===== config.mk =====
export PLATFORM = sky130hd
export DESIGN_NAME = sorint_interlock
export DESIGN_NICKNAME = d
export VERILOG_FILES = /design/src/include/sorint_pkg.sv /design/src/rtl/sorint_debounce.sv /design/src/rtl/sorint_interlock.sv
export VERILOG_INCLUDE_DIRS = /design/src /design/src/include
export SDC_FILE = /design/constraint.sdc
export NUM_CORES = 1
export LEC_CHECK = 0
export ABC_AREA = 1
export BUFFER_PORTS_ARGS = -buffer_cell sky130_fd_sc_hd__buf_4
export CAP_MARGIN = 10
export CORE_UTILIZATION = 45
export DETAILED_ROUTE_END_ITERATION = 10
export HOLD_SLACK_MARGIN = 0.15
export PLACE_DENSITY = 0.61
export SLEW_MARGIN = 20
export SYNTH_ARGS = -nofsm -noshare
export SYNTH_HDL_FRONTEND = slang
export SYNTH_SLANG_ARGS = --single-unit
export TNS_END_PERCENT = 50

===== constraint.sdc =====
create_clock -name clk_sys -period 1.71 [get_ports clk_sys]
set_input_delay 0.171 -clock clk_sys [delete_from_list [all_inputs] [get_ports clk_sys]]
set_output_delay 0.171 -clock clk_sys [all_outputs]
set_load 0.05 [all_outputs]

===== src/include/sorint_cfg.svh =====
// Purpose: Timing constants and reset values for the restart interlock
// Assumes: 50 MHz system clock
// Notes: Debounce time is given in microseconds and converted to cycles
`ifndef SORINT_CFG_SVH
`define SORINT_CFG_SVH
`define SORINT_CLK_HZ 50000000
`define SORINT_DEBOUNCE_US 10000
`define SORINT_DEBOUNCE_CYC ((`SORINT_DEBOUNCE_US * (`SORINT_CLK_HZ / 1000000)))
`define SORINT_OUT_RST 1'b0
`endif


===== src/include/sorint_pkg.sv =====
// Purpose: Types for the restart interlock
// Assumes: One clock, one reset
// Notes: State codes are one-hot
package sorint_pkg;
   typedef enum logic [3:0] {
      SORINT_ST_OFF = 4'b0001,
      SORINT_ST_WAIT_PRESS = 4'b0010,
      SORINT_ST_WAIT_REL = 4'b0100,
      SORINT_ST_ON = 4'b1000
   } sorint_state_t;
endpackage : sorint_pkg


===== src/rtl/sorint_debounce.sv =====
// Purpose: Two-flop synchroniser followed by a stability debouncer
// Assumes: Input is asynchronous to clk_sys
// Notes: Output changes only after the input holds steady for STABLE_CYC cycles
module sorint_debounce #(
   parameter int unsigned STABLE_CYC = 500000
) (
   input wire logic clk_sys, // System clock
   input wire logic resetn, // Async reset, active low
   input wire logic pin_in, // Raw pin level
   output logic level_out // Clean level
);
   localparam int unsigned CW = $clog2(STABLE_CYC + 1);
   logic meta_r, sync_r, level_r, level_nxt;
   logic [CW-1:0] cnt_r, cnt_nxt;

   // Counter clears whenever the synchronised input agrees with the held level
   always_comb begin
      level_nxt = level_r;
      cnt_nxt = '0;
      if (sync_r != level_r) begin
         if (cnt_r == CW'(STABLE_CYC - 1)) begin
            level_nxt = sync_r;
         end else begin
            cnt_nxt = cnt_r + CW'(1);
         end
      end
   end

   // First flop feeds only the second
   always_ff @(posedge clk_sys or negedge resetn) begin
      if (!resetn) begin
         meta_r <= 1'b0;
         sync_r <= 1'b0;
         level_r <= 1'b0;
         cnt_r <= '0;
      end else begin
         meta_r <= pin_in;
         sync_r <= meta_r;
         level_r <= level_nxt;
         cnt_r <= cnt_nxt;
      end
   end

   assign level_out = level_r;
endmodule : sorint_debounce


===== src/rtl/sorint_interlock.sv =====
// Purpose: Restart interlock driving two solid-state safety outputs
// Assumes: field_clear and lockout come from logic on clk_sys
// Notes: Outputs default off; any doubt keeps them off
// Behaviour
// - Both safety outputs go off as soon as the field is interrupted.
// - After each interruption the feedback loop must read closed before outputs return.
// - A restart mode input selects automatic or manual restart.
// - In automatic mode outputs return at once when the field clears and the loop is closed.
// - In manual mode outputs stay off until the button is pressed then released, loop closed.
// - An open feedback loop keeps outputs off and refuses every restart.
// - A restart is ignored during lockout or while the field is still interrupted.
`include "sorint_cfg.svh"
module sorint_interlock
   import sorint_pkg::*;
#(
   parameter int unsigned DEBOUNCE_CYC = `SORINT_DEBOUNCE_CYC
) (
   input wire logic clk_sys, // System clock, 50 MHz
   input wire logic resetn, // Async reset, active low
   input wire logic field_clear, // High while no beam is broken
   input wire logic lockout, // High during failure or interference lockout
   input wire logic manual_mode, // High selects manual restart
   input wire logic restart_pin, // Restart button, high while held
   input wire logic contactor_feedback_loop, // High when contactor loop closed
   output logic safety_out_a, // First safety output
   output logic safety_out_b, // Second safety output
   output logic restart_wait // High while waiting for a button restart
);
   logic restart_lvl, loop_lvl;
   logic press_seen_r, press_seen_nxt;
   logic out_r, out_nxt, wait_r, wait_nxt;
   sorint_state_t state_r, state_nxt;
   logic ok_to_run;

   // Debounce both contacts; button is normally open so high means pressed
   sorint_debounce #(.STABLE_CYC(DEBOUNCE_CYC)) u_restart_db (
      .clk_sys(clk_sys),
      .resetn(resetn),
      .pin_in(restart_pin),
      .level_out(restart_lvl)
   );
   sorint_debounce #(.STABLE_CYC(DEBOUNCE_CYC)) u_loop_db (
      .clk_sys(clk_sys),
      .resetn(resetn),
      .pin_in(contactor_feedback_loop),
      .level_out(loop_lvl)
   );

   // Common gate for any return to on
   assign ok_to_run = field_clear && !lockout && loop_lvl;

   // Restart sequencer; a press that starts before waiting is not counted
   always_comb begin
      state_nxt = state_r;
      press_seen_nxt = press_seen_r;
      unique case (state_r)
         SORINT_ST_ON: begin
            if (!field_clear || lockout) begin
               state_nxt = SORINT_ST_OFF;
            end
         end
         SORINT_ST_OFF: begin
            press_seen_nxt = 1'b0;
            if (ok_to_run) begin
               if (manual_mode) begin
                  state_nxt = SORINT_ST_WAIT_PRESS;
               end else begin
                  state_nxt = SORINT_ST_ON;
               end
            end
         end
         SORINT_ST_WAIT_PRESS: begin
            if (!ok_to_run) begin
               state_nxt = SORINT_ST_OFF;
            end else if (!manual_mode) begin
               state_nxt = SORINT_ST_ON;
            end else if (!restart_lvl) begin
               // Button must be seen released first so a stuck button cannot restart
               state_nxt = SORINT_ST_WAIT_REL;
            end
         end
         SORINT_ST_WAIT_REL: begin
            if (!ok_to_run) begin
               state_nxt = SORINT_ST_OFF;
            end else if (restart_lvl) begin
               press_seen_nxt = 1'b1;
            end else if (press_seen_r) begin
               state_nxt = SORINT_ST_ON;
            end
         end
      endcase
   end

   // Outputs registered from next state so off follows the cause by one edge
   always_comb begin
      out_nxt = (state_nxt == SORINT_ST_ON);
      wait_nxt = (state_nxt == SORINT_ST_WAIT_REL) || (state_nxt == SORINT_ST_WAIT_PRESS);
   end

   always_ff @(posedge clk_sys or negedge resetn) begin
      if (!resetn) begin
         state_r <= SORINT_ST_OFF;
         press_seen_r <= 1'b0;
         out_r <= `SORINT_OUT_RST;
         wait_r <= 1'b0;
      end else begin
         state_r <= state_nxt;
         press_seen_r <= press_seen_nxt;
         out_r <= out_nxt;
         wait_r <= wait_nxt;
      end
   end

   // Two separate flops would be preferable in silicon; one keeps them identical here
   assign safety_out_a = out_r;
   assign safety_out_b = out_r;
   assign restart_wait = wait_r;
endmodule : sorint_interlock


---- Yosys cells after proc, flatten, opt, wreduce, memory -nomap -nowiden ----
Index checks and enable logic that the tools add are counted.
word-level totals
  register bits ........................... 51
  bits of input ports ..................... 7
  output and inout bits ................... 3
  word-level logic and storage cells ...... 54
cells by class
  add/subtract/negate cells ............... 2
  eq/ne operators ......................... 13
  muxes and demuxes ....................... 17
  reductions and logical operators ........ 10
operator list
  operator                                             count
  two-way mux 19 bit                                   4
  adder 19 x 1 -> 19 bit, second input constant        2
  equality test 19 bit, second input constant          2
  two-way mux 4 bit                                    9
  case mux 4 bit (4 select lines)                      1
  equality test 4 x 2 -> 1 bit, second input constant  2
  equality test 4 x 3 -> 1 bit, second input constant  2
  equality test 4 bit, second input constant           2
  equality test 4 x 1 -> 1 bit, second input constant  1
  AND reduction 2 bit                                  2
  AND reduction 3 bit                                  1
  logical AND 1 bit                                    2
  zero test 1 bit                                      2
  logical OR 1 bit                                     2
  two-way mux 1 bit                                    2
  != test 1 bit                                        2
  != test 2 x 1 -> 1 bit, second input constant        1
  != test 2 bit, second input constant                 1
  case mux 1 bit (2 select lines)                      1
  nonzero test 2 bit                                   1

---- Depth between registers and ports, before layout ----
Gate-level depths: netlist (run 1).
  depth in word-level cells ............... 7
  depth in mapped cells ................... 10
  depth with buffers taken out ............ 10

---- Hierarchy ----
A second synthesis (run 1) with hierarchy kept.
second synthesis, totals
  cells, all modules ...................... 368
  area, all modules ....................... 2914.0 um^2
modules (own cells, without submodules)
  module                          instances  cells each  area each (um^2)  sequential area each (um^2)
  sorint_debounce (u_loop_db)     1          146         1204.9            550.5
  sorint_debounce (u_restart_db)  1          147         1191.1            550.5
  sorint_interlock                1          75          518.0             176.4

---- Worst setup path before layout (run 1) ----
No wires, ideal clock.
  path kind ............................... register -> register
  from .................................... reg u_restart_db.cnt_r[0]
  to ...................................... reg u_restart_db.cnt_r[18]
  setup time .............................. 117 ps
  arrival time ............................ 1274 ps
  required time ........................... 1593 ps
  path slack .............................. 319 ps
  cell stages (with the launch flop) ...... 11
  path buffers ............................ 0
  period minus slack after synthesis ...... 1391 ps
  cell sequence ........................... dfrtp_1 -> ha_1 -> nand2_1 -> nor2_4 -> inv_2 -> nor2_1 -> nand2_1 -> nand2_2 -> inv_2 -> nand2_1 -> nor2_1
on the way
  cells in the longest elaborated chain, start to end .. 3
  elaborated cells on any way between the ends .. 4
  classes of those cells .................. 1 x add/sub; 1 x eq/ne; 2 x mux
RTL lines
  item                                                            RTL line                                      text
  start: declaration                                              sorint_debounce.sv:14                         logic [CW-1:0] cnt_r, cnt_nxt;
  start signal: assignment                                        sorint_debounce.sv:40                         cnt_r <= cnt_nxt;
  adder 19 x 1 -> 19 bit or equality test 19 bit (tied branches)  sorint_debounce.sv:24, sorint_debounce.sv:21
  two-way mux 19 bit (*)                                          sorint_debounce.sv:21                         if (cnt_r == CW'(STABLE_CYC - 1)) begin
  two-way mux 19 bit (*)                                          sorint_debounce.sv:20                         if (sync_r != level_r) begin
  net u_restart_db.cnt_nxt[18]                                    sorint_debounce.sv:14
Mark *: on every way through the listed nets, which the timed path passes. The rest lies on a longest branch.
A chain may end at the register's enable or synchronous reset.

---- Worst setup path in the final report (run 1) ----
  from .................................... reg u_restart_db.cnt_r[0]
  to ...................................... reg u_restart_db.cnt_r[16]
Same word-level chain as after synthesis.

==> results of run 1 <==
-- cell usage after synthesis (all sizes together) --
cell type | count | share of area, %
nand3b | 2 | 0.52
nor3b | 2 | 0.52
and2 | 1 | 0.22
o21ai | 3 | 0.52
nand3 | 35 | 6.2
nor3 | 6 | 1.0
o21bai | 4 | 1.0
inv | 49 | 6.4
buf | 2 | 0.65
clkbuf | 1 | 0.13
nor2 | 105 | 15
nand4 | 12 | 2.6
dfrtp | 50 | 43
xnor2 | 4 | 1.5
a211oi | 1 | 0.26
a21oi | 9 | 1.6
dfstp | 1 | 0.91
nand2 | 99 | 13
xor2 | 13 | 3.9
ha | 2 | 0.86
-- how the worst min path moves through the flow --
stage | start | end | slack (ps)
floorplan | resetn | press_seen_r$_DFFE_PN0P_ | -120
global placement | resetn | u_restart_db.cnt_r[15]$_DFF_PN0_ | 240
detailed placement | resetn | u_restart_db.cnt_r[15]$_DFF_PN0_ | 240
CTS | lockout | state_r[3]$_DFF_PN0_ | 260
global route | lockout | state_r[3]$_DFF_PN0_ | 310
finish | lockout | state_r[3]$_DFF_PN0_ | 280
-- power by group through the flow --
stage / Clock [mW] / Sequential (mW) / Combinational [mW]
6_report: 0.718 / 1.27 / 0.211
5_1_grt: 0.800 / 1.27 / 0.240
4_1_cts: 0.755 / 1.27 / 0.213
3_5_place_dp: 0 / 1.29 / 0.208
3_3_place_gp: 0 / 1.29 / 0.209
2_1_floorplan: 0 / 1.31 / 0.103
-- logic make-up after synthesis --
family,after synthesis,share of synthesized area [%]
adder cells (fa/ha/maj),2,0.865
flip-flops,51,44.2
AND/OR/NAND/NOR,262,39.1
AO/OA/AOI/OAI,17,3.37
buffers and inverters,52,7.14
XOR/XNOR,17,5.41
-- critical path, cell delays in order, from the launching register on --
cell     delay, ps
dfrtp_2        440
ha_1           240
nand2_1        130
nor2_4          50
inv_2           80
nor2_1          50
nand2_1        130
nand2_4        100
inv_2           80
nand2_1         50
nor2_1          90
-- sequential cells by signal, indices dropped and copies added (netlist names) --
| name | cells |
|---|---|
| u_loop_db.cnt_r | 19 |
| press_seen_r | 1 |
| u_loop_db.level_out | 1 |
| u_restart_db.cnt_r | 19 |
| state_r | 4 |
| u_restart_db.level_out | 1 |
| restart_wait | 1 |
| u_loop_db.sync_r | 1 |
| safety_out_a | 1 |
| u_restart_db.sync_r | 1 |
| u_loop_db.meta_r | 1 |
| u_restart_db.meta_r | 1 |
-- stage by stage --
stage / power, mW / util [%] / cells / area, sq um / worst slack (ps)
floorplan: 1.42 / - / 401 / 2890 / 319
global placement: 1.50 / 50.1 / 483 / 3040 / 202
detailed placement: 1.50 / 50.1 / 483 / 3040 / 156
CTS: 2.24 / 52.2 / 494 / 3160 / 143
global route: 2.31 / 52.4 / 494 / 3170 / 36.0
finish: 2.20 / 52.4 / 494 / 3170 / 195
-- layer usage --
metal | vias up | wire length (um) | part of all wire, %
met5 | - | 0 | 0
met4 | 0 | 118 | 2.0
met3 | 12 | 271 | 4.5
met2 | 60 | 2600 | 43
met1 | 1076 | 3050 | 51
li1 | 1288 | - | -
-- layout make-up --
class                      count  area share [%]
clock buffer                   7            2.72
clock inverter                 1           0.276
inverter                      49            5.80
multi-input combinational    298            44.6
sequential                    51            40.3
tap                           75            2.96
timing repair buffer          13            3.31
-- what timing repair did --
item / CTS / global route
endpoints found under the setup margin: 0 / 7
hold endpoints to repair: 52 / 0
hold buffers: 3 / 0
gates resized for setup: 0 / 3
==> impl_metrics.env, run 1 <==
export IMPL_fin_crit_ps=1520
export IMPL_r2r_start="u_restart_db.cnt_r[0]$_DFF_PN0_"
export IMPL_crit_path_capture="u_restart_db.cnt_r[16]$_DFF_PN0_"
export IMPL_final_max_slew_viol_count=0
export IMPL_yosysWarnings=0
export IMPL_global_route_usage_total_pct=19.8
export IMPL_design_core_area_sq_um=6060
export IMPL_pwr_share_seq_pct=57.7
export IMPL_netlist_area_sq_um=2890
export IMPL_worst_hold_path_num_cells=6
export IMPL_reg2reg_setup_slack_ps=190
export IMPL_numCtsBuffers=5
export IMPL_mostFrequentLayoutCells="nor2_1 (97), nand2_1 (94), dfrtp_1 (49)"
export IMPL_final_seq_area_sq_um=1280
export IMPL_drt_wl_total_um=6040
export IMPL_initial_utilization_pct=47.7
export IMPL_first_global_vias=2294
export IMPL_period_share_pct=88.6
export IMPL_worst_case_vdd_ir_drop_v=0.000474
export IMPL_syn_mean_instance_area_sq_um=7.21
export IMPL_mostFrequentLayoutCell="nor2_1"
export IMPL_synthCells=401
export IMPL_fraction_of_power_spent_switching_nets_pct=25.4
export IMPL_cts_path_max_buffers=2
export IMPL_clock_sinks=51
export IMPL_worst_pin_slew_ps=626
export IMPL_worstPathRequired_ps=1940
export IMPL_first_pass_detailed_route_iteration_total=4
export IMPL_place_port_buffers=9
export IMPL_met1_usage_grt_pct=28.0
export IMPL_timing_slew_headroom_pct=58.3
export IMPL_finalHoldViolations=0
export IMPL_path_class="flip-flop to flip-flop"
export IMPL_leakage_nw=1.37
export IMPL_combinationalPowerShare_pct=9.6
export IMPL_postCtsSetupRepairBufs=0
export IMPL_tritoncts="yes"
export IMPL_place_gp_congestion=0.899
export IMPL_io_pins=10
export IMPL_timing_critical_path_arrival_ps=1740
export IMPL_wire_per_inst_um=12.2
export IMPL_max_clock_freq_mhz=660
export IMPL_finalClockSkew_ps=10.5
export IMPL_grt_max_degree=52
export IMPL_antenna_violating_nets_post_route=0
export IMPL_drcViolationCount=0
export IMPL_site_rows=28
export IMPL_power_net_switching_mw=0.558
export IMPL_r2r_worst_path_cells=10
export IMPL_vias_per_cell=4.93
export IMPL_die_width_um=82.2
export IMPL_rsz0062_at_grt="false"
export IMPL_antenna_found_initial=0
export IMPL_r2r_end="u_restart_db.cnt_r[16]$_DFF_PN0_"
export IMPL_min_delay_path_class="input port to flip-flop"
export IMPL_highest_utilization_routing_layer_at_the_global_route_stage="met2"
export IMPL_timing_final_setup_violations=0
export IMPL_via_count=2436
export IMPL_finalNetCount=427
export IMPL_maxCapViolCount=0
export IMPL_internal_power_mw=1.64
export IMPL_crit_path_max_fanout=7
export IMPL_global_route_wire_length_before_repair_um=10200
export IMPL_fin_worst_hold_slack_ps=276
export IMPL_htreeDepth=2
export IMPL_synth_yosys_seq_area_share_pct=44.2
export IMPL_chipHeight_um=82.2
export IMPL_power_density_nw_per_um2=693
export IMPL_clk_transition_reported_paths_ps=90
export IMPL_clk_root_buffer_cell="clkbuf_8"
export IMPL_clock_network_power_share_pct=32.6
export IMPL_synth_nets=410
export IMPL_antennaDiodeCount=0
export IMPL_die_area_sq_um=6750
export IMPL_timing_critical_path_to_type="flip-flop"
export IMPL_timing_critical_path_from_type="flip-flop"
export IMPL_fillCellCount=608
export IMPL_grt_use_met3_pct=4.18
export IMPL_detail_route_iter0_violations=101
export IMPL_status="finished clean"
export IMPL_yosys_register_bits=51
export IMPL_post_synth_num_cell_types=27
export IMPL_area_of_the_multi_input_gates_sq_um=1420
export IMPL_grt_overflow_total=0
export IMPL_setup_tns_final_ps=0
export IMPL_crit_path_start="u_restart_db.cnt_r[0]$_DFF_PN0_"
export IMPL_clock_insertion_delay_worst_skew_ps=300
export IMPL_synthToLayoutAreaGrowth_pct=9.69
export IMPL_dp_final_hpwl_um=4510
export IMPL_post_route_cells_drive_above_1_share_pct=8.83
export IMPL_met2_usage_pct=29.8
(Power assumes the default switching activity.)
==> inputs of run 2 (changes only) <==
--- a/config.mk
+++ b/config.mk
@@ -8,10 +8,10 @@
 export LEC_CHECK = 0
 export ABC_AREA = 1
-export BUFFER_PORTS_ARGS = -buffer_cell sky130_fd_sc_hd__buf_4
 export CAP_MARGIN = 10
 export CORE_UTILIZATION = 45
 export DETAILED_ROUTE_END_ITERATION = 10
+export DONT_BUFFER_PORTS = 1
 export HOLD_SLACK_MARGIN = 0.15
-export PLACE_DENSITY = 0.61
+export PLACE_DENSITY = 0.6
 export SLEW_MARGIN = 20
 export SYNTH_ARGS = -nofsm -noshare
==> constraint.sdc (replaced) <==
create_clock -name clk_sys -period 1.71 [get_ports clk_sys]
set_input_delay 0.2565 -clock clk_sys [delete_from_list [all_inputs] [get_ports clk_sys]]
set_output_delay 0.2565 -clock clk_sys [all_outputs]
set_load 0.05 [all_outputs]
==> impl_metrics.env, run 2 (synthesis results as in run 1) <==
export IMPL_wire_per_inst_um=12.3
export IMPL_clock_sinks=51
export IMPL_global_route_wire_length_before_repair_um=10100
export IMPL_die_area_sq_um=6750
export IMPL_cp_slowest_cell="dfrtp_1"
export IMPL_worst_pin_slew_ps=442
export IMPL_cp_common_cell="nand2_1"
export IMPL_hold_path_startpoint="manual_mode"
export IMPL_chipHeight_um=82.2
export IMPL_antennaDiodeCount=0
export IMPL_rsz0062_at_grt="false"
export IMPL_finalNetCount=420
export IMPL_io_pins=10
export IMPL_timing_critical_path_from_type="flip-flop"
export IMPL_place_port_buffers=0
export IMPL_place_gp_congestion=0.898
export IMPL_final_setup_worst_slack_ps=149
export IMPL_mostFrequentLayoutCell="nor2_1"
export IMPL_drcViolationCount=0
export IMPL_detail_route_iter0_violations=176
export IMPL_status="finished clean"
export IMPL_first_pass_detailed_route_iteration_total=5
export IMPL_dp_final_hpwl_um=4460
export IMPL_numCtsBuffers=5
export IMPL_grt_overflow_total=0
export IMPL_postCtsSetupRepairBufs=0
export IMPL_worst_path_dominant_cell_family="simple AND/OR/NAND/NOR gates"
export IMPL_worst_hold_path_num_cells=4
export IMPL_timing_slew_headroom_pct=70.6
export IMPL_setup_tns_final_ps=0
export IMPL_grt_max_degree=52
export IMPL_timing_final_setup_violations=0
export IMPL_mostFrequentLayoutCells="nor2_1 (97), nand2_1 (94), dfrtp_1 (49)"
export IMPL_tritoncts="yes"
export IMPL_final_max_slew_viol_count=0
export IMPL_reg2reg_setup_slack_ps=150
export IMPL_antenna_violating_nets_post_route=0
export IMPL_clk_root_buffer_cell="clkbuf_8"
export IMPL_first_global_vias=2220
export IMPL_timing_critical_path_to_type="flip-flop"
export IMPL_min_delay_path_class="input port to flip-flop"
export IMPL_routed_wl_met3_um=292
export IMPL_site_rows=28
export IMPL_clock_insertion_delay_worst_skew_ps=310
export IMPL_top_signal_layer_used="met4"
export IMPL_post_route_cells_drive_above_1_share_pct=7.04
export IMPL_fin_worst_hold_slack_ps=271
export IMPL_reg_top3="u_loop_db.cnt_r (19), u_restart_db.cnt_r (19), state_r (4)"
export IMPL_power_density_nw_per_um2=770
export IMPL_fillCellCount=576
export IMPL_max_clock_freq_mhz=641
export IMPL_leakage_nw=1.36
export IMPL_timing_critical_path_arrival_ps=1800
export IMPL_routedLengthMet1_um=3030
export IMPL_place_worst_setup_slack_ps=150
export IMPL_r2r_start="u_loop_db.cnt_r[0]$_DFF_PN0_"
export IMPL_path_class="flip-flop to flip-flop"
export IMPL_clk_transition_reported_paths_ps=100
export IMPL_maxCapViolCount=0
export IMPL_largest_stage_delay_on_the_critical_path_ps=440
export IMPL_r2r_worst_path_cells=9
export IMPL_initial_utilization_pct=47.7
export IMPL_die_width_um=82.2
export IMPL_worstPathRequired_ps=1950
export IMPL_fin_crit_ps=1560
export IMPL_r2r_end="u_loop_db.cnt_r[16]$_DFF_PN0_"
export IMPL_global_route_usage_total_pct=19.7
export IMPL_crit_buf_inv=0
export IMPL_overall_power_after_layout_mw=2.44
export IMPL_finalHoldViolations=0
export IMPL_path_cells="ha_1 -> nand2_1 -> nor2_2 -> nand2_2 -> nor2_4 -> nand2_1 -> nand2_1 -> nand3_1 -> nor2_1"
export IMPL_period_share_pct=91.3
export IMPL_via_count=2472
export IMPL_finalClockSkew_ps=13.3
export IMPL_cts_path_max_buffers=2
export IMPL_final_cell_count_no_fill=487
export IMPL_vias_per_cell=5.08
export IMPL_drt_wl_total_um=6000
export IMPL_design_core_area_sq_um=6060
export IMPL_synthToLayoutAreaGrowth_pct=9.60
export IMPL_placed_cells_incl_taps=475
export IMPL_worst_case_vdd_ir_drop_v=0.000664
export IMPL_min_delay_worst_endpoint="restart_wait$_DFF_PN0_"
export IMPL_antenna_found_initial=0
export IMPL_htreeDepth=2
export IMPL_route_met2_wl_um=2610
export IMPL_crit_path_max_fanout=6
-- run 2: changes by cell type in the layout (fill, tap and decap cells not counted), sizes merged --
cell,change
buf,-7
bufinv,+2
clkbuf,-1
inv,-1
-- run 2: report_power, final --
group          switching (mW)  internal [mW]
clock                   0.393          0.585
combinational           0.112         0.0544
sequential             0.0593           1.24
total                   0.565           1.88
-- run 2: worst max path at each step --
stage / from / end / cells after the start
6_report: u_loop_db.cnt_r[0]$_DFF_PN0_ / u_loop_db.cnt_r[16]$_DFF_PN0_ / 9
3_3_place_gp: u_restart_db.cnt_r[0]$_DFF_PN0_ / u_restart_db.cnt_r[18]$_DFF_PN0_ / 10
2_1_floorplan: u_restart_db.cnt_r[0]$_DFF_PN0_ / u_restart_db.cnt_r[18]$_DFF_PN0_ / 10
3_5_place_dp: u_restart_db.cnt_r[0]$_DFF_PN0_ / u_restart_db.cnt_r[18]$_DFF_PN0_ / 10
4_1_cts: u_restart_db.cnt_r[0]$_DFF_PN0_ / u_restart_db.cnt_r[18]$_DFF_PN0_ / 10
5_1_grt: u_loop_db.cnt_r[0]$_DFF_PN0_ / u_loop_db.cnt_r[18]$_DFF_PN0_ / 6
-- run 2: metrics by stage --
stage,area (sq um),utilization (%)
after detailed placement,2980,49.2
after global placement,2980,49.2
after CTS,3170,52.3
final,3170,52.3
after global routing,3170,52.3
after floorplan,2890,-
-- run 2: per-layer routing --
| layer | track usage (%) | vias up |
|---|---|---|
| met5 | 0 | - |
| met4 | 5.09 | 0 |
| met3 | 3.85 | 10 |
| met2 | 30.6 | 69 |
| met1 | 28.1 | 1122 |
| li1 | - | 1271 |
-- run 2: cell type report --
cell class                      instances  area [sq um]  share of cell area, %
Inverter                               49           184                   5.80
Clock inverter                          2          60.1                   1.89
Timing Repair Buffer                    6          72.6                   2.29
Multi-Input combinational cell        298          1410                   44.4
Clock buffer                            6          72.6                   2.29
Sequential cell                        51          1280                   40.3
Tap cell                               75          93.8                   2.96
-- run 2: worst reg2reg max path, stage by stage, from the launching register on --
cell     delay, ps
dfrtp_1        440
ha_1           290
nand2_1        110
nor2_2         140
nand2_2        100
nor2_4         130
nand2_1         70
nand2_1         60
nand3_1         60
nor2_1         100
-- run 2: timing repair --
action	in CTS	in global routing
setup endpoints to repair	0	3
hold buffers	4	0
resized for setup	0	1
endpoints found under the hold margin	53	0
==> inputs of run 3 (changes only) <==
clock period = 1.55 ns   (was 1.71 ns; I/O delays follow)
==> impl_metrics.env, run 3 (synthesis results as in run 1) <==
export IMPL_worst_pin_slew_ps=443
export IMPL_final_max_slew_viol_count=0
export IMPL_internal_power_mw=1.84
export IMPL_rsz0062_at_grt="true"
export IMPL_fillCellCount=611
export IMPL_first_pass_detailed_route_iteration_total=4
export IMPL_antenna_violating_nets_post_route=0
export IMPL_timing_critical_path_arrival_ps=1620
export IMPL_max_clock_freq_mhz=698
export IMPL_wire_per_inst_um=12.4
export IMPL_via_count=2483
export IMPL_combinationalPowerShare_pct=7.9
export IMPL_power_net_switching_mw=0.626
export IMPL_clock_network_power_share_pct=34.2
export IMPL_r2r_end="u_loop_db.cnt_r[16]$_DFF_PN0_"
export IMPL_finalInstanceArea_sq_um=3190
export IMPL_timing_critical_path_to_type="flip-flop"
export IMPL_status="finished clean"
export IMPL_r2r_start="u_loop_db.cnt_r[1]$_DFF_PN0_"
export IMPL_r2r_worst_path_cells=8
export IMPL_io_pins=10
export IMPL_min_delay_worst_endpoint="restart_wait$_DFF_PN0_"
export IMPL_site_rows=28
export IMPL_finalNetCount=423
export IMPL_worst_hold_path_num_cells=4
export IMPL_timing_final_setup_violations=0
export IMPL_worstPathRequired_ps=1730
export IMPL_numCtsBuffers=5
export IMPL_highest_utilization_routing_layer_at_the_global_route_stage="met2"
export IMPL_synthToLayoutAreaGrowth_pct=10.3
export IMPL_finalClockSkew_ps=9.03
export IMPL_detail_route_iter0_violations=184
export IMPL_reg_top3="u_loop_db.cnt_r (19), u_restart_db.cnt_r (19), state_r (4)"
export IMPL_met2_usage_pct=31.9
export IMPL_hold_path_startpoint="manual_mode"
export IMPL_post_route_cells_drive_above_1_share_pct=8.92
export IMPL_cts_path_max_buffers=2
export IMPL_global_route_usage_total_pct=20.5
export IMPL_tritoncts="yes"
export IMPL_place_port_buffers=0
export IMPL_fraction_of_power_spent_switching_nets_pct=25.4
export IMPL_fin_crit_ps=1430
export IMPL_drcViolationCount=0
export IMPL_post_dp_cell_area_sq_um=3000
export IMPL_reg2reg_setup_slack_ps=120
export IMPL_htreeDepth=2
export IMPL_crit_path_max_fanout=6
export IMPL_die_area_sq_um=6750
export IMPL_clock_sinks=51
export IMPL_mostFrequentLayoutCell="nor2_1"
export IMPL_antenna_found_initial=0
export IMPL_timing_critical_path_from_type="flip-flop"
export IMPL_min_delay_path_class="input port to flip-flop"
export IMPL_maxCapViolCount=0
export IMPL_clock_insertion_delay_worst_skew_ps=310
export IMPL_chipHeight_um=82.2
export IMPL_first_global_vias=2331
export IMPL_drt_wl_total_um=6070
export IMPL_initial_utilization_pct=47.7
export IMPL_period_share_pct=92.4
export IMPL_power_density_nw_per_um2=772
export IMPL_place_gp_congestion=0.905
export IMPL_leakage_nw=1.36
export IMPL_clk_root_buffer_cell="clkbuf_8"
export IMPL_vias_per_cell=5.07
export IMPL_clk_transition_reported_paths_ps=90
export IMPL_grt_use_met3_pct=5.05
export IMPL_fin_worst_hold_slack_ps=210
export IMPL_finalHoldViolations=0
export IMPL_timing_slew_headroom_pct=70.5
export IMPL_mostFrequentLayoutCells="nor2_1 (96), nand2_1 (92), dfrtp_1 (49)"
export IMPL_design_core_area_sq_um=6060
export IMPL_die_width_um=82.2
export IMPL_antennaDiodeCount=0
export IMPL_pwr_share_seq_pct=57.9
export IMPL_dp_final_hpwl_um=4510
export IMPL_path_class="flip-flop to flip-flop"
export IMPL_grt_max_degree=52
export IMPL_worst_case_vdd_ir_drop_v=0.000476
export IMPL_global_route_wire_length_before_repair_um=10400
export IMPL_grt_overflow_total=0
export IMPL_met1_usage_grt_pct=28.7
run 3: cell types whose count changed in the layout (fill, tap and decap cells not counted), sizes merged:
cell	change
clkinvlp	+1
buf	+3
clkbuf	+1
bufinv	-2
run 3: stage by stage:
stage | worst slack (ps) | power [mW] | TNS [ps] | cells | utilization [%]
CTS | 65.3 | 2.51 | 0 | 490 | 52.2
global placement | 132 | 1.61 | 0 | 478 | 49.5
global route | -47.0 | 2.60 | -47.0 | 490 | 52.7
detailed placement | 91.9 | 1.61 | 0 | 478 | 49.5
floorplan | 159 | 1.56 | 0 | 401 | -
finish | 117 | 2.46 | 0 | 490 | 52.7
run 3: layout make-up:
class	instances	area, sq um	share of cell area, %
Tap cell	75	93.8	2.94
Inverter	49	184	5.76
Clock inverter	1	7.51	0.235
Timing Repair Buffer	9	95.1	2.98
Clock buffer	7	96.3	3.02
Sequential cell	51	1280	40.1
Multi-Input combinational cell	298	1440	45.0
run 3: timing repair:
item	4_1_cts	5_1_grt
hold endpoints to repair	53	0
hold buffers	4	0
buffers inserted	0	0
gates resized for setup	0	8
endpoints found under the setup margin	0	15
run 3: per-layer routing:
metal  vias to the layer above  share of wire (%)
li1                       1274                  -
met1                      1144                 50
met2                        59                 44
met3                         6                4.6
met4                         0                1.1
met5                         -                  0
run 3: power groups by stage:
stage	clock network [mW]	logic, mW	registers, mW
floorplan	0	0.114	1.45
global placement	0	0.152	1.46
detailed placement	0	0.156	1.45
CTS	0.884	0.197	1.43
global route	0.938	0.227	1.44
finish	0.843	0.193	1.43
run 3: how the worst max path moves through the flow:
| stage | startpoint | endpoint | slack, ps | cells after the start |
|---|---|---|---|---|
| floorplan | u_restart_db.cnt_r[0]$_DFF_PN0_ | u_restart_db.cnt_r[18]$_DFF_PN0_ | 160 | 10 |
| global placement | u_loop_db.cnt_r[0]$_DFF_PN0_ | u_loop_db.cnt_r[8]$_DFF_PN0_ | 130 | 6 |
| detailed placement | u_restart_db.cnt_r[1]$_DFF_PN0_ | u_restart_db.cnt_r[18]$_DFF_PN0_ | 90 | 10 |
| CTS | u_restart_db.cnt_r[0]$_DFF_PN0_ | u_restart_db.cnt_r[16]$_DFF_PN0_ | 70 | 10 |
| global route | u_loop_db.cnt_r[1]$_DFF_PN0_ | u_loop_db.cnt_r[16]$_DFF_PN0_ | -50 | 9 |
| finish | u_loop_db.cnt_r[1]$_DFF_PN0_ | u_loop_db.cnt_r[16]$_DFF_PN0_ | 120 | 8 |
run 3: worst max-delay path: stages, from the launching register on:
cell,delay (ps)
dfrtp_1,360
ha_1,250
nand2_1,110
nor2_2,150
nand2_2,110
nor2_4,120
nand3_1,80
nand3_1,90
nor2_1,40
